--- src/ioxtd_pkg.sv ---
// Shared constants for the transition-detect I/O expander
package ioxtd_pkg;

   localparam int          NUM_PORTS       = 8;
   localparam int          NUM_PUSHPULL    = 4;
   localparam int          NUM_OPENDRAIN   = 4;
   localparam int          PP_LSB          = 0;
   localparam int          OD_LSB          = 4;

   // Base slave address, bit 0 replaced by the address-select pin; value arbitrary
   localparam logic [6:0]  SLAVE_ADDR_BASE = 7'h2C;

   // Write data byte order after the address byte
   localparam logic [1:0]  WR_IDX_LEVEL    = 2'h0;
   localparam logic [1:0]  WR_IDX_DIR      = 2'h1;
   localparam logic [1:0]  WR_IDX_LAST     = 2'h2;

   // Direction bit: 1 = input, 0 = output
   localparam logic [7:0]  DIR_ALL_INPUT   = 8'hFF;
   localparam logic [7:0]  DIR_ALL_OUTPUT  = 8'h00;
   localparam logic [7:0]  LEVEL_ALL_LOW   = 8'h00;
   localparam logic [7:0]  LEVEL_ALL_HIGH  = 8'hFF;

   localparam logic [3:0]  BITS_PER_BYTE   = 4'h8;
   localparam logic [1:0]  STRAP_WAIT      = 2'h3;

   // Synchroniser bit positions and reset pattern
   localparam int          SYNC_WIDTH      = 12;
   localparam int          SYN_SCL         = 0;
   localparam int          SYN_SDA         = 1;
   localparam int          SYN_RSTN        = 2;
   localparam int          SYN_ADDR        = 3;
   localparam int          SYN_PORT_LSB    = 4;
   localparam logic [11:0] SYNC_RESET_VAL  = 12'h007;

   // Sampling rate against the fastest serial clock
   localparam int          CORE_CLK_HZ     = 25000000;
   localparam int          SCL_MAX_HZ      = 400000;
   localparam int          SCL_MIN_CYCLES  = CORE_CLK_HZ / SCL_MAX_HZ;

   typedef enum logic [2:0]
   {
      ST_IDLE,
      ST_ADDR,
      ST_ADDR_ACK,
      ST_WR_BYTE,
      ST_WR_ACK,
      ST_RD_BYTE,
      ST_RD_ACK
   } ioxtd_state_t;

endpackage : ioxtd_pkg

--- src/ioxtd_expander.sv ---
// Two-wire slave I/O expander with transition detect
//
// Functional notes
// - Each of eight ports is independently an input or an output.
// - Four push-pull ports; four open-drain ports that only pull low.
// - Every port set as input is watched for level changes.
// - A detected input change asserts the interrupt pin.
// - The interrupt stays latched after the input returns.
// - Each serial read byte clears the pending interrupt unless an input port still differs from the previous snapshot.
// - Interrupt pin pulls low when asserted, otherwise undriven.
// - Interface reset returns serial logic to idle, aborting transfers.
// - Interface reset pin is active low; high is inactive.
// - Slave address picks one of two values from the select pin.
// - Power-up port state follows the address select level.
// - Standard two-wire slave, serial clock up to fast-mode rate.
`timescale 1ns/10ps
`default_nettype none
module ioxtd_expander
#(
   parameter logic [6:0] SLAVE_ADDR = ioxtd_pkg::SLAVE_ADDR_BASE
)
(
   input  wire logic       core_clk_i,
   input  wire logic       rst_i,
   input  wire logic       iface_reset_n_i,
   input  wire logic       addr_sel_i,
   input  wire logic       scl_i,
   input  wire logic       sda_i,
   output logic            sda_o,
   output logic            sda_oe_o,
   input  wire logic [3:0] pushpull_port_i,
   output logic      [3:0] pushpull_port_o,
   output logic      [3:0] pushpull_port_oe_o,
   input  wire logic [3:0] opendrain_port_i,
   output logic      [3:0] opendrain_port_o,
   output logic      [3:0] opendrain_port_oe_o,
   output logic            change_irq_n_o,
   output logic            change_irq_n_oe_o
);
   import ioxtd_pkg::*;

   logic [SYNC_WIDTH-1:0] sync_bus;
   logic                  scl_s;
   logic                  sda_s;
   logic                  rstn_s;
   logic                  addr_s;
   logic [7:0]            levels_s;

   logic                  scl_prev_reg;
   logic                  sda_prev_reg;
   logic                  scl_rise;
   logic                  scl_fall;
   logic                  bus_start;
   logic                  bus_stop;

   ioxtd_state_t          state_reg;
   ioxtd_state_t          state_next;
   logic [7:0]            shift_reg;
   logic [7:0]            shift_next;
   logic [3:0]            bit_reg;
   logic [3:0]            bit_next;
   logic                  drive_low_reg;
   logic                  drive_low_next;
   logic                  rw_reg;
   logic                  rw_next;
   logic                  ack_reg;
   logic                  ack_next;
   logic [1:0]            idx_reg;
   logic [1:0]            idx_next;
   logic                  wr_stb;
   logic                  rd_load;
   logic [6:0]            my_addr;

   logic [7:0]            dir_reg;
   logic [7:0]            dir_next;
   logic [7:0]            level_reg;
   logic [7:0]            level_next;
   logic [1:0]            strap_cnt_reg;
   logic [1:0]            strap_cnt_next;
   logic                  strap_done_reg;
   logic                  strap_done_next;
   logic                  strap_load;

   logic                  irq_pending;
   logic                  irq_reg;
   logic                  irq_next;

   // Every input pin except rst_i goes through two flops; 25 MHz sampling oversamples fast-mode clock
   ioxtd_sync
   #(
      .WIDTH       (SYNC_WIDTH),
      .RESET_VALUE (SYNC_RESET_VAL)
   )
   u_sync
   (
      .core_clk_i (core_clk_i),
      .rst_i      (rst_i),
      .async_i    ({opendrain_port_i, pushpull_port_i, addr_sel_i, iface_reset_n_i, sda_i, scl_i}),
      .sync_o     (sync_bus)
   );

   assign scl_s    = sync_bus[SYN_SCL];
   assign sda_s    = sync_bus[SYN_SDA];
   assign rstn_s   = sync_bus[SYN_RSTN];
   assign addr_s   = sync_bus[SYN_ADDR];
   assign levels_s = sync_bus[SYN_PORT_LSB +: NUM_PORTS];

   // Edge and condition detection on the synchronised bus lines
   always_ff @(posedge core_clk_i or posedge rst_i)
   begin
      if (rst_i)
      begin
         scl_prev_reg <= 1'b1;
         sda_prev_reg <= 1'b1;
      end
      else
      begin
         scl_prev_reg <= scl_s;
         sda_prev_reg <= sda_s;
      end
   end

   assign scl_rise  = scl_s & ~scl_prev_reg;
   assign scl_fall  = ~scl_s & scl_prev_reg;
   assign bus_start = scl_s & scl_prev_reg & sda_prev_reg & ~sda_s;
   assign bus_stop  = scl_s & scl_prev_reg & ~sda_prev_reg & sda_s;

   assign my_addr = {SLAVE_ADDR[6:1], addr_s};

   // Serial slave engine
   always_comb
   begin
      state_next     = state_reg;
      shift_next     = shift_reg;
      bit_next       = bit_reg;
      drive_low_next = drive_low_reg;
      rw_next        = rw_reg;
      ack_next       = ack_reg;
      idx_next       = idx_reg;
      wr_stb         = 1'b0;
      rd_load        = 1'b0;
      if (!rstn_s)
      begin
         // Abort any transfer and release the data line
         state_next     = ST_IDLE;
         bit_next       = 4'h0;
         drive_low_next = 1'b0;
      end
      else if (bus_start)
      begin
         state_next     = ST_ADDR;
         bit_next       = 4'h0;
         drive_low_next = 1'b0;
      end
      else if (bus_stop)
      begin
         state_next     = ST_IDLE;
         drive_low_next = 1'b0;
      end
      else
      begin
         case (state_reg)
            ST_IDLE:
            begin
               drive_low_next = 1'b0;
            end
            ST_ADDR:
            begin
               if (scl_rise)
               begin
                  shift_next = {shift_reg[6:0], sda_s};
                  bit_next   = bit_reg + 4'h1;
               end
               else if (scl_fall && bit_reg == BITS_PER_BYTE)
               begin
                  if (shift_reg[7:1] == my_addr)
                  begin
                     state_next     = ST_ADDR_ACK;
                     drive_low_next = 1'b1;
                     rw_next        = shift_reg[0];
                  end
                  else
                  begin
                     state_next = ST_IDLE;
                  end
               end
            end
            ST_ADDR_ACK:
            begin
               if (scl_fall)
               begin
                  bit_next = 4'h0;
                  if (rw_reg)
                  begin
                     state_next     = ST_RD_BYTE;
                     rd_load        = 1'b1;
                     shift_next     = levels_s;
                     drive_low_next = ~levels_s[7];
                  end
                  else
                  begin
                     state_next     = ST_WR_BYTE;
                     drive_low_next = 1'b0;
                     idx_next       = WR_IDX_LEVEL;
                  end
               end
            end
            ST_WR_BYTE:
            begin
               if (scl_rise)
               begin
                  shift_next = {shift_reg[6:0], sda_s};
                  bit_next   = bit_reg + 4'h1;
               end
               else if (scl_fall && bit_reg == BITS_PER_BYTE)
               begin
                  wr_stb         = 1'b1;
                  state_next     = ST_WR_ACK;
                  drive_low_next = 1'b1;
                  // Extra bytes are acknowledged and dropped
                  if (idx_reg != WR_IDX_LAST)
                  begin
                     idx_next = idx_reg + 2'h1;
                  end
               end
            end
            ST_WR_ACK:
            begin
               if (scl_fall)
               begin
                  state_next     = ST_WR_BYTE;
                  drive_low_next = 1'b0;
                  bit_next       = 4'h0;
               end
            end
            ST_RD_BYTE:
            begin
               if (scl_rise)
               begin
                  bit_next = bit_reg + 4'h1;
               end
               else if (scl_fall)
               begin
                  if (bit_reg == BITS_PER_BYTE)
                  begin
                     state_next     = ST_RD_ACK;
                     drive_low_next = 1'b0;
                  end
                  else
                  begin
                     shift_next     = {shift_reg[6:0], 1'b0};
                     drive_low_next = ~shift_reg[6];
                  end
               end
            end
            ST_RD_ACK:
            begin
               if (scl_rise)
               begin
                  ack_next = ~sda_s;
               end
               else if (scl_fall)
               begin
                  bit_next = 4'h0;
                  if (ack_reg)
                  begin
                     // Each further byte is a fresh read of the ports
                     state_next     = ST_RD_BYTE;
                     rd_load        = 1'b1;
                     shift_next     = levels_s;
                     drive_low_next = ~levels_s[7];
                  end
                  else
                  begin
                     state_next = ST_IDLE;
                  end
               end
            end
            default:
            begin
               state_next     = ST_IDLE;
               drive_low_next = 1'b0;
            end
         endcase
      end
   end

   always_ff @(posedge core_clk_i or posedge rst_i)
   begin
      if (rst_i)
      begin
         state_reg     <= ST_IDLE;
         shift_reg     <= 8'h00;
         bit_reg       <= 4'h0;
         drive_low_reg <= 1'b0;
         rw_reg        <= 1'b0;
         ack_reg       <= 1'b0;
         idx_reg       <= 2'h0;
      end
      else
      begin
         state_reg     <= state_next;
         shift_reg     <= shift_next;
         bit_reg       <= bit_next;
         drive_low_reg <= drive_low_next;
         rw_reg        <= rw_next;
         ack_reg       <= ack_next;
         idx_reg       <= idx_next;
      end
   end

   // Port configuration; strap waits out the synchroniser after reset
   assign strap_load = ~strap_done_reg & (strap_cnt_reg == STRAP_WAIT);

   always_comb
   begin
      dir_next        = dir_reg;
      level_next      = level_reg;
      strap_cnt_next  = strap_cnt_reg;
      strap_done_next = strap_done_reg;
      if (!strap_done_reg)
      begin
         strap_cnt_next = strap_cnt_reg + 2'h1;
      end
      if (strap_load)
      begin
         strap_done_next = 1'b1;
         dir_next        = addr_s ? DIR_ALL_OUTPUT : DIR_ALL_INPUT;
         level_next      = LEVEL_ALL_LOW;
      end
      else if (wr_stb && idx_reg == WR_IDX_LEVEL)
      begin
         level_next = shift_reg;
      end
      else if (wr_stb && idx_reg == WR_IDX_DIR)
      begin
         dir_next = shift_reg;
      end
   end

   always_ff @(posedge core_clk_i or posedge rst_i)
   begin
      if (rst_i)
      begin
         dir_reg        <= DIR_ALL_INPUT;
         level_reg      <= LEVEL_ALL_HIGH;
         strap_cnt_reg  <= 2'h0;
         strap_done_reg <= 1'b0;
      end
      else
      begin
         dir_reg        <= dir_next;
         level_reg      <= level_next;
         strap_cnt_reg  <= strap_cnt_next;
         strap_done_reg <= strap_done_next;
      end
   end

   // Nothing watched until the strap snapshot, so reset levels cannot fire a change
   ioxtd_change_latch
   #(
      .WIDTH (NUM_PORTS)
   )
   u_change
   (
      .core_clk_i (core_clk_i),
      .rst_i      (rst_i),
      .level_i    (levels_s),
      .watch_i    (strap_done_reg ? dir_reg : DIR_ALL_OUTPUT),
      .capture_i  (rd_load | strap_load),
      .clear_i    (rd_load),
      .pending_o  (irq_pending)
   );

   always_comb
   begin
      irq_next = irq_pending;
   end

   always_ff @(posedge core_clk_i or posedge rst_i)
   begin
      if (rst_i)
      begin
         irq_reg <= 1'b0;
      end
      else
      begin
         irq_reg <= irq_next;
      end
   end

   assign sda_o               = 1'b0;
   assign sda_oe_o            = drive_low_reg;
   assign change_irq_n_o      = 1'b0;
   assign change_irq_n_oe_o   = irq_reg;
   assign pushpull_port_o     = level_reg[PP_LSB +: NUM_PUSHPULL];
   assign pushpull_port_oe_o  = ~dir_reg[PP_LSB +: NUM_PUSHPULL];
   // Open-drain group never drives high
   assign opendrain_port_o    = 4'h0;
   assign opendrain_port_oe_o = ~dir_reg[OD_LSB +: NUM_OPENDRAIN] & ~level_reg[OD_LSB +: NUM_OPENDRAIN];

endmodule : ioxtd_expander
`default_nettype wire

--- src/ioxtd_sync.sv ---
// Two-flop synchroniser for a bundle of asynchronous inputs
`timescale 1ns/10ps
`default_nettype none
module ioxtd_sync
#(
   parameter int               WIDTH       = 1,
   parameter logic [WIDTH-1:0] RESET_VALUE = '0
)
(
   input  wire logic             core_clk_i,
   input  wire logic             rst_i,
   input  wire logic [WIDTH-1:0] async_i,
   output logic      [WIDTH-1:0] sync_o
);

   logic [WIDTH-1:0] stage1_reg;
   logic [WIDTH-1:0] stage2_reg;
   logic [WIDTH-1:0] stage1_next;
   logic [WIDTH-1:0] stage2_next;

   always_comb
   begin
      stage1_next = async_i;
      stage2_next = stage1_reg;
   end

   // First stage feeds only the second
   always_ff @(posedge core_clk_i or posedge rst_i)
   begin
      if (rst_i)
      begin
         stage1_reg <= RESET_VALUE;
         stage2_reg <= RESET_VALUE;
      end
      else
      begin
         stage1_reg <= stage1_next;
         stage2_reg <= stage2_next;
      end
   end

   assign sync_o = stage2_reg;

endmodule : ioxtd_sync
`default_nettype wire

--- src/ioxtd_change_latch.sv ---
// Input snapshot and latched change flag
`timescale 1ns/10ps
`default_nettype none
module ioxtd_change_latch
#(
   parameter int WIDTH = 8
)
(
   input  wire logic             core_clk_i,
   input  wire logic             rst_i,
   input  wire logic [WIDTH-1:0] level_i,
   input  wire logic [WIDTH-1:0] watch_i,
   input  wire logic             capture_i,
   input  wire logic             clear_i,
   output logic                  pending_o
);

   logic [WIDTH-1:0] snap_reg;
   logic [WIDTH-1:0] snap_next;
   logic             pending_reg;
   logic             pending_next;
   logic             differs;

   always_comb
   begin
      // Only ports set as inputs are compared
      differs      = |((level_i ^ snap_reg) & watch_i);
      snap_next    = capture_i ? level_i : snap_reg;
      // Set wins over clear in the same cycle
      pending_next = (pending_reg & ~clear_i) | differs;
   end

   always_ff @(posedge core_clk_i or posedge rst_i)
   begin
      if (rst_i)
      begin
         snap_reg    <= '0;
         pending_reg <= 1'b0;
      end
      else
      begin
         snap_reg    <= snap_next;
         pending_reg <= pending_next;
      end
   end

   assign pending_o = pending_reg;

endmodule : ioxtd_change_latch
`default_nettype wire

--- config.mk ---
export PLATFORM = sky130hd
export DESIGN_NAME = ioxtd_expander
export DESIGN_NICKNAME = d
export VERILOG_FILES = /design/src/ioxtd_pkg.sv /design/src/ioxtd_expander.sv /design/src/ioxtd_sync.sv /design/src/ioxtd_change_latch.sv
export SDC_FILE = /design/constraint.sdc
export NUM_CORES = 1
export LEC_CHECK = 0
export BUFFER_PORTS_ARGS = -buffer_cell sky130_fd_sc_hd__buf_4
export CAP_MARGIN = 20
export CELL_PAD_IN_SITES_DETAIL_PLACEMENT = 1
export CELL_PAD_IN_SITES_GLOBAL_PLACEMENT = 1
export CORE_AREA = 4 4 101 103
export DETAILED_ROUTE_END_ITERATION = 6
export DIE_AREA = 0 0 105 107
export PLACE_DENSITY_LB_ADDON = 0.3
export SYNTH_ARGS = -nofsm -noshare
export SYNTH_HDL_FRONTEND = slang
export SYNTH_HIERARCHICAL = 1
export SYNTH_SLANG_ARGS = --single-unit
--- constraint.sdc ---
create_clock -name core_clk_i -period 2.4 [get_ports core_clk_i]
set_input_delay 0.24 -clock core_clk_i [delete_from_list [all_inputs] [get_ports core_clk_i]]
set_output_delay 0.24 -clock core_clk_i [all_outputs]
set_load 0.01 [all_outputs]
* Yosys cells after proc, flatten, opt, wreduce, memory -nomap -nowiden
Cells that the tools add are included.
Operators by class: $add $sub $neg 3, equality and inequality tests 43, multiplexer cells 81, bitwise gates (word level) 28, reductions and logical operators 21
Operator list (count):
- two-way mux 8 bit | 16
- inequality test 5 bit, second input constant | 14
- two-way mux 3 bit | 16
- one-hot mux 8 bit (4 select lines) | 1
- two-way mux 1 bit | 31
- inequality test 2 bit, second input constant | 14
- two-way mux 4 bit | 6
- AND reduction 12 bit | 2
- one-hot mux 3 bit (7 select lines) | 1
- AND reduction 13 bit | 1
- two-way mux 2 bit | 6
- inequality test 4 bit, second input constant | 3
- NOT 4 bit | 3
- one-hot mux 4 bit (3 select lines) | 1
- NOT 1 bit | 11
- AND 1 bit | 9
- == test 3 bit, second input constant | 3
- AND reduction 9 bit | 1
- AND 8 bit | 1
- OR reduction 8 bit | 1
- XOR 8 bit | 1
- == test 7 x 6 -> 1 bit | 1
- AND reduction 7 bit | 1
- == test 3 x 2 -> 1 bit, second input constant | 2
- other kinds (23) | 30
Storage, ports and cells: bits in registers 75, input port bits 14, output and inout port bits 20, logic and storage cells 194

* Depth between registers and ports, before layout
Gate-level depths: netlist of run 1.
depth in word-level cells 13, mapped depth 8, depth with buffers taken out 7

* By module
Netlist of run 1, hierarchy kept.
Modules (own cells, without submodules):
- ioxtd_expander | instances 1, cells each 257, area an instance 2556.2 sq um, seq. area each 1073.5 sq um
- ioxtd_sync | instances 1, cells each 25, area an instance 611.8 sq um, seq. area each 608.1 sq um
- ioxtd_change_latch | instances 1, cells each 33, area an instance 444.2 sq um, seq. area each 225.2 sq um

* Least setup slack after synthesis of run 1
No wires, ideal clock.
path kind register -> register, start register strap_cnt_reg[0], end register u_change.snap_reg[0], arrival 1.624 ns, slack 0.651 ns, stages on the path, launching flop included 7, buffers on the path 2, path through dfrtp_1 -> ha_1 -> nor2b_1 -> clkbuf_1 -> or2_2 -> buf_2 -> mux2_2
On the way: longest elaborated chain between the ends 3
RTL lines:
- from (decl) | line ioxtd_expander.sv:78 | logic [1:0] strap_cnt_reg;
- from (signal assigned) | line ioxtd_expander.sv:354 | strap_cnt_reg <= strap_cnt_next;
- == test 2 bit | line ioxtd_expander.sv:313 | assign strap_load = ~strap_done_reg & (strap_cnt_reg == STRAP_WAIT);
- AND 1 bit | line ioxtd_expander.sv:313
- OR 1 bit | line ioxtd_expander.sv:370 | .capture_i (rd_load | strap_load),
- to (signal assigned) | line ioxtd_change_latch.sv:42 | snap_reg <= snap_next;
- to (decl) | line ioxtd_change_latch.sv:18 | logic [WIDTH-1:0] snap_reg;
Every way passes these cells. A chain may end at the register's enable or synchronous reset.

* Final worst setup path of run 1
start register state_reg[0], end register u_change.snap_reg[0]
On the way: longest elaborated chain between the ends 6, elaborated cells between the ends (all ways) 7, classes of those cells eq/ne: 2; mux: 4; bitwise: 1
RTL lines:
- from (decl) | line ioxtd_expander.sv:56 | ioxtd_state_t state_reg;
- from (signal assigned) | line ioxtd_expander.sv:302 | state_reg <= state_next;
- == test 3 bit or == test 3 x 2 -> 1 bit (tied branches) | line ioxtd_expander.sv:162 | case (state_reg)
- one-hot mux 1 bit (2 select lines) (*) | line ioxtd_expander.sv:162
- two-way mux 1 bit (*) | line ioxtd_expander.sv:155 | else if (bus_stop)
- two-way mux 1 bit (*) | line ioxtd_expander.sv:149 | else if (bus_start)
- two-way mux 1 bit (*) | line ioxtd_expander.sv:142 | if (!rstn_s)
- via rd_load | line ioxtd_expander.sv:71 | logic rd_load;
- OR 1 bit (*) | line ioxtd_expander.sv:370
Mark *: on every way through the listed nets, which the timed path passes. The rest lies on a longest branch.

==> impl_results.html, run 1 <==
<table>
<tr><th>Metric</th><th>Value</th></tr>
<tr><th colspan="2">Clocking</th></tr>
<tr><td>Post-CTS clock slew at the launch and capture registers of the worst setup and hold paths</td><td>80 ps</td></tr>
<tr><td>Num CTS Buffers</td><td>9</td></tr>
<tr><td>Sinks on the clock net</td><td>75</td></tr>
<tr><td>Buffers from clock root to sink, at most</td><td>2</td></tr>
<tr><td>Root buffer cell</td><td>sky130_fd_sc_hd__clkbuf_8</td></tr>
<tr><td>Worst-skew pair later-pin latency</td><td>340 ps</td></tr>
<tr><td>CTS tree</td><td>done</td></tr>
<tr><td>Number of H-tree levels</td><td>3</td></tr>
<tr><th colspan="2">Global route</th></tr>
<tr><td>Maximum number of pins on one net before global-route repair</td><td>43</td></tr>
<tr><td>Via count of the first global-routing pass</td><td>2653</td></tr>
<tr><td>Final global-route overflow total</td><td>0</td></tr>
<tr><td>Number of antenna violations at the first check in global routing</td><td>0</td></tr>
<tr><td>Aggregate global-route resource usage</td><td>15.2%</td></tr>
<tr><td>Wire length of the first global-routing pass</td><td>13500 um</td></tr>
<tr><th colspan="2">Timing</th></tr>
<tr><td>Highest attainable clock frequency</td><td>468 MHz</td></tr>
<tr><td>Unrepaired setup endpoints after global routing</td><td>false</td></tr>
<tr><td>Summed negative setup slack over all endpoints</td><td>0 ps</td></tr>
<tr><td>Period utilization</td><td>89.1%</td></tr>
<tr><td>Final setup fails</td><td>0</td></tr>
<tr><td>Hold violation total from the final report</td><td>0</td></tr>
<tr><td>Worst clock skew</td><td>9.50 ps</td></tr>
<tr><td>Pins over their slew limit</td><td>0</td></tr>
<tr><td>Worst Slack Setup Final</td><td>261 ps</td></tr>
<tr><td>Post-layout min period</td><td>2140 ps</td></tr>
<tr><td>Slew @ Worst Pin</td><td>847 ps</td></tr>
<tr><td>Minimum hold slack</td><td>352 ps</td></tr>
<tr><td>Max_slew headroom</td><td>43.5%</td></tr>
<tr><th colspan="2">Routing</th></tr>
<tr><td>Met2 wirelength from detailed routing</td><td>3720 um</td></tr>
<tr><td>Highest metal layer with signal wires</td><td>met4</td></tr>
<tr><td>Initial drt markers</td><td>139</td></tr>
<tr><td>Number of iterations in the first detailed-routing pass</td><td>4</td></tr>
<tr><td>Vias per Instance</td><td>5.24</td></tr>
<tr><td>Routed length on met3</td><td>253 um</td></tr>
<tr><td>DRT met1 WL</td><td>3770 um</td></tr>
<tr><td>Post-detailed-route DRC marker count</td><td>0</td></tr>
<tr><td>Wire length after detailed routing</td><td>7890 um</td></tr>
<tr><td>Antenna Violating Nets Remaining</td><td>0</td></tr>
<tr><td>Count of vias placed by the detailed router</td><td>2447</td></tr>
<tr><td>Per-cell routed wire length</td><td>16.9 um</td></tr>
<tr><th colspan="2">Critical path</th></tr>
<tr><td>Flop-to-flop setup slack</td><td>260 ps</td></tr>
<tr><td>Type of destination of the critical path</td><td>flop</td></tr>
<tr><td>Largest fanout of any net on the critical path</td><td>18</td></tr>
<tr><td>End of the worst register-to-register path</td><td>u_change/snap_reg[0]$_DFFE_PP0P_</td></tr>
<tr><td>Kind of critical path</td><td>reg -&gt; reg</td></tr>
<tr><td>FF-to-FF Start</td><td>state_reg[0]$_DFFE_PP0P_</td></tr>
<tr><td>Critical Path Source Type</td><td>flop</td></tr>
<tr><td>Arrival time at the worst endpoint</td><td>2360 ps</td></tr>
<tr><td>Number of cells on the worst reg-to-reg path</td><td>5</td></tr>
<tr><td>Required @ worst endpoint</td><td>2620 ps</td></tr>
<tr><th colspan="2">Hold path</th></tr>
<tr><td>Beginning of the worst hold path</td><td>u_sync/stage1_reg[5]$_DFF_PP0_</td></tr>
<tr><td>Hold Path End</td><td>u_sync/sync_o[5]$_DFF_PP0_</td></tr>
<tr><td>Class of the tightest hold or removal check</td><td>reg -&gt; reg</td></tr>
<tr><td>Hold Crit Depth</td><td>0</td></tr>
<tr><th colspan="2">Run status</th></tr>
<tr><td>Outcome</td><td>finished, final reports clean</td></tr>
<tr><th colspan="2">Die</th></tr>
<tr><td>Core region area</td><td>0.00920 sq mm</td></tr>
<tr><td>Y dimension of the die</td><td>107 um</td></tr>
<tr><td>Die outline width</td><td>105 um</td></tr>
<tr><td>Number of I/O pins</td><td>34</td></tr>
<tr><td>Total die area</td><td>0.0112 sq mm</td></tr>
<tr><td>Initial cell density of the core</td><td>39.3%</td></tr>
<tr><td>Standard-cell row count</td><td>35</td></tr>
<tr><th colspan="2">Final layout</th></tr>
<tr><td>Total area of sequential cells</td><td>0.00191 sq mm</td></tr>
<tr><td>Non-filler instance count after layout</td><td>467</td></tr>
<tr><td>Share of cells above drive strength 1</td><td>29.5%</td></tr>
<tr><td>NumNets Final</td><td>371</td></tr>
<tr><td>Number of antenna cells inserted</td><td>0</td></tr>
<tr><td>Top library cells by usage in the layout, fill and taps aside</td><td>51 x sky130_fd_sc_hd__dfrtp_1, 28 x sky130_fd_sc_hd__buf_4, 24 x sky130_fd_sc_hd__dfstp_2</td></tr>
<tr><td>Filler cell count in the final layout</td><td>995</td></tr>
<tr><td>Area occupied by multi-input gates</td><td>0.00152 sq mm</td></tr>
<tr><td>Growth of design area from synthesis to finish</td><td>14.9%</td></tr>
<tr><td>Most frequent standard cell in the layout excluding fill and tap cells</td><td>sky130_fd_sc_hd__dfrtp_1</td></tr>
<tr><th colspan="2">Synthesis</th></tr>
<tr><td>Total of flip-flops plus latches after synthesis</td><td>75</td></tr>
<tr><td>Gate Count Post-Synth</td><td>315</td></tr>
<tr><td>Synth warnings</td><td>6</td></tr>
<tr><td>Ys flop type</td><td>sky130_fd_sc_hd__dfrtp_1</td></tr>
<tr><td>Library cells used by synthesis</td><td>56</td></tr>
<tr><td>EDFF count, synth</td><td>0</td></tr>
<tr><td>Async set-or-reset flop fraction in the synthesized netlist</td><td>100%</td></tr>
<tr><td>Per-instance average area after synthesis</td><td>11.5 sq um</td></tr>
<tr><td>Share of synthesized area occupied by flip-flops and latches</td><td>52.8%</td></tr>
<tr><td>Post-synthesis cell area</td><td>0.00361 sq mm</td></tr>
<tr><th colspan="2">Power</th></tr>
<tr><td>Leakage power total</td><td>1.82 nW</td></tr>
<tr><td>Total Power</td><td>2.63 mW</td></tr>
<tr><td>Total power density per cell area</td><td>633 mW/mm^2</td></tr>
<tr><td>Peak supply drop</td><td>0.306 mV</td></tr>
<tr><th colspan="2">Placed design</th></tr>
<tr><td>HPWL after detailed placement</td><td>5680 um</td></tr>
<tr><td>Final GP Congestion</td><td>0.848</td></tr>
<tr><td>PortBufs</td><td>27</td></tr>
<tr><td>Worst slack, placed</td><td>256 ps</td></tr>
<tr><td>Inst Count DP</td><td>438</td></tr>
<tr><th colspan="2">Job</th></tr>
<tr><td>Max-cap check violation count</td><td>0</td></tr>
</table>
cell type report:
cell class                 instances  share of cell area [%]
sequential                        75                    45.9
clock inverter                     6                    1.57
tap                              111                    3.35
multi-input combinational        209                    36.5
inverter                          15                    1.36
clock buffer                      10                    3.07
timing repair buffer              41                    8.20
cell usage after synthesis, types with 3 or more instances:
library cell               number  area, sq um
sky130_fd_sc_hd__nand2_1       21         78.8
sky130_fd_sc_hd__dfrtp_1       51         1280
sky130_fd_sc_hd__nor2b_1        3         18.8
sky130_fd_sc_hd__a22o_1        10         87.6
sky130_fd_sc_hd__mux2_2        12          135
sky130_fd_sc_hd__mux2_4         8          120
sky130_fd_sc_hd__nand3_1        6         30.0
sky130_fd_sc_hd__or2_2          3         18.8
sky130_fd_sc_hd__a21oi_1       14         70.1
sky130_fd_sc_hd__o21ai_1       10         50.1
sky130_fd_sc_hd__buf_2          4         20.0
sky130_fd_sc_hd__buf_4         12         90.1
sky130_fd_sc_hd__nand2b_1       4         25.0
sky130_fd_sc_hd__dfstp_2       24          631
sky130_fd_sc_hd__ha_1           6         75.1
sky130_fd_sc_hd__o21ai_0       18         90.1
sky130_fd_sc_hd__mux2_1         5         56.3
sky130_fd_sc_hd__nor2_1        17         63.8
sky130_fd_sc_hd__and2_1         8         50.1
sky130_fd_sc_hd__buf_6          3         33.8
sky130_fd_sc_hd__nor3_1         4         20.0
sky130_fd_sc_hd__and3_1         3         18.8
sky130_fd_sc_hd__xor2_1         9         78.8
sky130_fd_sc_hd__mux2i_1        4         40.0
sky130_fd_sc_hd__inv_1         14         52.6
timing repair:
item                                   CTS  global route
resized for setup                        0             0
setup endpoints to repair                0             0
endpoints found under the hold margin   21             0
hold buffers                            13             0
buffers inserted                         0             0
how the worst max path moves through the flow:
stage / end / slack [ps] / start
floorplan: u_change/snap_reg[0]$_DFFE_PP0P_ / 650 / strap_cnt_reg[0]$_DFFE_PP0N_
global placement: u_change/snap_reg[3]$_DFFE_PP0P_ / 300 / state_reg[0]$_DFFE_PP0P_
detailed placement: u_change/snap_reg[4]$_DFFE_PP0P_ / 260 / state_reg[0]$_DFFE_PP0P_
CTS: u_change/snap_reg[0]$_DFFE_PP0P_ / 240 / state_reg[0]$_DFFE_PP0P_
global route: u_change/snap_reg[2]$_DFFE_PP0P_ / 100 / state_reg[0]$_DFFE_PP0P_
finish: u_change/snap_reg[0]$_DFFE_PP0P_ / 260 / state_reg[0]$_DFFE_PP0P_
layer usage:
layer  track usage [%]  vias to the layer above
met5                 0                        -
met4              6.19                        0
met3              2.77                       15
met2              24.5                       39
li1                  -                     1153
met1              20.2                     1240
where the power goes:
group | switching, mW | internal [mW] | leakage (nW)
Combinational | 0.105 | 0.130 | 0.846
Sequential | 0.0862 | 1.34 | 0.880
Clock | 0.479 | 0.483 | 0.0966
stage by stage:
stage | util [%] | cell area, sq um
2_1_floorplan | - | 3630
3_3_place_gp | 41.6 | 3830
3_5_place_dp | 41.6 | 3830
4_1_cts | 45.1 | 4150
5_1_grt | 45.1 | 4150
6_report | 45.1 | 4150
worst max-delay path, stage by stage, from the launching register on:
cell                      delay [ps]
sky130_fd_sc_hd__dfrtp_1         600
sky130_fd_sc_hd__inv_2           250
sky130_fd_sc_hd__nand2_1         100
sky130_fd_sc_hd__nor3_1          400
sky130_fd_sc_hd__or2_2           310
sky130_fd_sc_hd__mux2_2          360
logic make-up (layout without fill, tap and decap cells):
group                      after synthesis  after routing  synth area share, %
buffers and inverters                   36             72                 5.75
AOI/OAI and AO/OA                       71             71                 13.5
adders and majority gates                6              6                 2.08
xor gates and xnor gates                11             11                 2.67
and+or+nand+nor                         86             86                 13.4
other                                    1              6                0.104
muxes                                   29             29                 9.73
DFF                                     75             75                 52.8
Power figures use the tool's default switching activity.
==> run 2, diff against run 1 <==
PLACE_DENSITY = 0.72   (was not set)
PLACE_DENSITY_LB_ADDON = not set   (was 0.3)
==> run 2 against run 1 <==
Utilization stayed put. Sequential share of layout area stayed put. Critical path depth stayed put. Clock power is 0.5% higher. First-iteration DRC count is 14% lower. Global-route usage is 0.15 points lower. Clock skew is 7.0 ps higher. Routed wire length is 0.52% lower. Final cell count stayed put.
==> impl_results.html, run 2 (synthesis gave the netlist of run 1 again) <==
<table>
<tr><th>Metric</th><th>Value</th></tr>
<tr><th colspan="2">Critical path</th></tr>
<tr><td>Type of destination of the critical path</td><td>flop</td></tr>
<tr><td>Required @ worst endpoint</td><td>2630 ps</td></tr>
<tr><td>Critical Path Source Type</td><td>flop</td></tr>
<tr><td>Arrival time at the worst endpoint</td><td>2360 ps</td></tr>
<tr><td>Largest fanout of any net on the critical path</td><td>18</td></tr>
<tr><td>Kind of critical path</td><td>reg -&gt; reg</td></tr>
<tr><th colspan="2">Die</th></tr>
<tr><td>Core region area</td><td>0.00920 sq mm</td></tr>
<tr><td>Number of I/O pins</td><td>34</td></tr>
<tr><td>Standard-cell row count</td><td>35</td></tr>
<tr><td>Y dimension of the die</td><td>107 um</td></tr>
<tr><td>Total die area</td><td>0.0112 sq mm</td></tr>
<tr><td>Initial cell density of the core</td><td>39.3%</td></tr>
<tr><td>Die outline width</td><td>105 um</td></tr>
<tr><th colspan="2">Clocking</th></tr>
<tr><td>Num CTS Buffers</td><td>9</td></tr>
<tr><td>Number of H-tree levels</td><td>3</td></tr>
<tr><td>Worst-skew pair later-pin latency</td><td>350 ps</td></tr>
<tr><td>Number of setup buffers added after CTS</td><td>0</td></tr>
<tr><td>Hold buffers post-CTS</td><td>13</td></tr>
<tr><td>Post-CTS Resized</td><td>0</td></tr>
<tr><td>CTS tree</td><td>done</td></tr>
<tr><td>Sinks on the clock net</td><td>75</td></tr>
<tr><td>Post-CTS clock slew at the launch and capture registers of the worst setup and hold paths</td><td>80 ps</td></tr>
<tr><td>Buffers from clock root to sink, at most</td><td>2</td></tr>
<tr><td>Root buffer cell</td><td>sky130_fd_sc_hd__clkbuf_8</td></tr>
<tr><th colspan="2">Routing</th></tr>
<tr><td>Initial drt markers</td><td>120</td></tr>
<tr><td>Per-cell routed wire length</td><td>16.8 um</td></tr>
<tr><td>Count of vias placed by the detailed router</td><td>2463</td></tr>
<tr><td>Post-detailed-route DRC marker count</td><td>0</td></tr>
<tr><td>Vias per Instance</td><td>5.27</td></tr>
<tr><td>Number of iterations in the first detailed-routing pass</td><td>4</td></tr>
<tr><td>Antenna Violating Nets Remaining</td><td>0</td></tr>
<tr><td>Wire length after detailed routing</td><td>7850 um</td></tr>
<tr><th colspan="2">Timing</th></tr>
<tr><td>Pins over their slew limit</td><td>0</td></tr>
<tr><td>Unrepaired setup endpoints after global routing</td><td>false</td></tr>
<tr><td>Summed negative setup slack over all endpoints</td><td>0 ps</td></tr>
<tr><td>Minimum hold slack</td><td>353 ps</td></tr>
<tr><td>Hold violation total from the final report</td><td>0</td></tr>
<tr><td>Post-layout min period</td><td>2130 ps</td></tr>
<tr><td>Final setup fails</td><td>0</td></tr>
<tr><td>Highest attainable clock frequency</td><td>470 MHz</td></tr>
<tr><td>Max_slew headroom</td><td>42.5%</td></tr>
<tr><td>Slew @ Worst Pin</td><td>861 ps</td></tr>
<tr><td>Period utilization</td><td>88.6%</td></tr>
<tr><td>Worst Slack Setup Final</td><td>273 ps</td></tr>
<tr><td>Worst clock skew</td><td>16.5 ps</td></tr>
<tr><th colspan="2">Global route</th></tr>
<tr><td>Via count of the first global-routing pass</td><td>2588</td></tr>
<tr><td>Maximum number of pins on one net before global-route repair</td><td>43</td></tr>
<tr><td>Wire length of the first global-routing pass</td><td>13400 um</td></tr>
<tr><td>Final global-route overflow total</td><td>0</td></tr>
<tr><td>Aggregate global-route resource usage</td><td>15.0%</td></tr>
<tr><td>Number of antenna violations at the first check in global routing</td><td>0</td></tr>
<tr><th colspan="2">Final layout</th></tr>
<tr><td>Top library cells by usage in the layout, fill and taps aside</td><td>51 x sky130_fd_sc_hd__dfrtp_1, 28 x sky130_fd_sc_hd__buf_4, 24 x sky130_fd_sc_hd__dfstp_2</td></tr>
<tr><td>Number of antenna cells inserted</td><td>0</td></tr>
<tr><td>NumNets Final</td><td>371</td></tr>
<tr><td>Most frequent standard cell in the layout excluding fill and tap cells</td><td>sky130_fd_sc_hd__dfrtp_1</td></tr>
<tr><td>Share of cells above drive strength 1</td><td>29.5%</td></tr>
<tr><td>Non-filler instance count after layout</td><td>467</td></tr>
<tr><td>Growth of design area from synthesis to finish</td><td>14.9%</td></tr>
<tr><th colspan="2">Placed design</th></tr>
<tr><td>Worst slack, placed</td><td>299 ps</td></tr>
<tr><td>Final GP Congestion</td><td>0.845</td></tr>
<tr><td>HPWL after detailed placement</td><td>5600 um</td></tr>
<tr><td>Inst Count DP</td><td>438</td></tr>
<tr><td>PortBufs</td><td>27</td></tr>
<tr><th colspan="2">Power</th></tr>
<tr><td>Switching power</td><td>679 uW</td></tr>
<tr><td>Share of total power consumed by net switching</td><td>25.8%</td></tr>
<tr><td>Internal portion of total power</td><td>1.96 mW</td></tr>
<tr><td>Total Power</td><td>2.63 mW</td></tr>
<tr><td>Proportion of power drawn by the clock network</td><td>36.7%</td></tr>
<tr><td>Peak supply drop</td><td>0.378 mV</td></tr>
<tr><td>Portion of total power attributed to sequential cells</td><td>54.4%</td></tr>
<tr><td>Combinational fraction of design power</td><td>8.9%</td></tr>
<tr><td>Total power density per cell area</td><td>635 mW/mm^2</td></tr>
<tr><td>Leakage power total</td><td>1.82 nW</td></tr>
<tr><th colspan="2">Run status</th></tr>
<tr><td>Outcome</td><td>finished, final reports clean</td></tr>
<tr><th colspan="2">Job</th></tr>
<tr><td>Max-cap check violation count</td><td>0</td></tr>
<tr><th colspan="2">Hold path</th></tr>
<tr><td>Class of the tightest hold or removal check</td><td>reg -&gt; reg</td></tr>
</table>
-- run 2: cell counts in the layout (fill, tap and decap cells not counted) --
No cell type changed its count.
-- run 2: path summary, 6_finish.rpt --
kind,startpoint,endpoint,slack [ps],cells past startpoint
setup / recovery,state_reg[0]$_DFFE_PP0P_,u_change/snap_reg[6]$_DFFE_PP0P_,270,5
hold / removal,u_sync/stage1_reg[3]$_DFF_PP0_,u_sync/sync_o[3]$_DFF_PP0_,350,0
setup reg to reg,state_reg[0]$_DFFE_PP0P_,u_change/snap_reg[6]$_DFFE_PP0P_,270,5
hold reg to reg,u_sync/stage1_reg[3]$_DFF_PP0_,u_sync/sync_o[3]$_DFF_PP0_,350,0
max in group asynchronous,rst_i,u_sync/sync_o[4]$_DFF_PP0_,1210,3
min in group asynchronous,rst_i,u_change/snap_reg[0]$_DFFE_PP0P_,420,3
-- run 2: worst max-delay path: stages (launching register included) --
cell	delay [ps]
sky130_fd_sc_hd__dfrtp_1	600
sky130_fd_sc_hd__inv_2	250
sky130_fd_sc_hd__nand2_1	100
sky130_fd_sc_hd__nor3_1	360
sky130_fd_sc_hd__or2_2	310
sky130_fd_sc_hd__mux2_2	380
-- run 2: per-stage QoR --
step                util [%]  cell area [sq um]
floorplan                  -               3630
global placement        41.6               3830
detailed placement      41.6               3830
CTS                     45.1               4150
global route            45.1               4150
finish                  45.1               4150
-- run 2: routing by layer --
layer,share of wire (%),vias to the layer above,global-route usage [%]
li1,-,1150,-
met1,48,1257,20.2
met2,47,45,24.2
met3,3.0,11,2.47
met4,1.7,0,6.28
met5,0,-,0
-- run 2: power groups by stage --
stage | Combinational (mW) | Sequential [mW] | Clock [mW]
2_1_floorplan | 0.170 | 1.41 | 0
3_3_place_gp | 0.217 | 1.45 | 0
3_5_place_dp | 0.223 | 1.46 | 0
4_1_cts | 0.240 | 1.43 | 0.999
5_1_grt | 0.262 | 1.44 | 1.05
6_report | 0.235 | 1.43 | 0.967
-- run 2: layout make-up --
| class | instances | area (sq um) |
|---|---|---|
| Clock inverter | 6 | 65.1 |
| Sequential cell | 75 | 1910 |
| Tap cell | 111 | 139 |
| Timing Repair Buffer | 41 | 340 |
| Fill cell | 1010 | 5040 |
| Clock buffer | 10 | 128 |
| Inverter | 15 | 56.3 |
| Multi-Input combinational cell | 209 | 1520 |
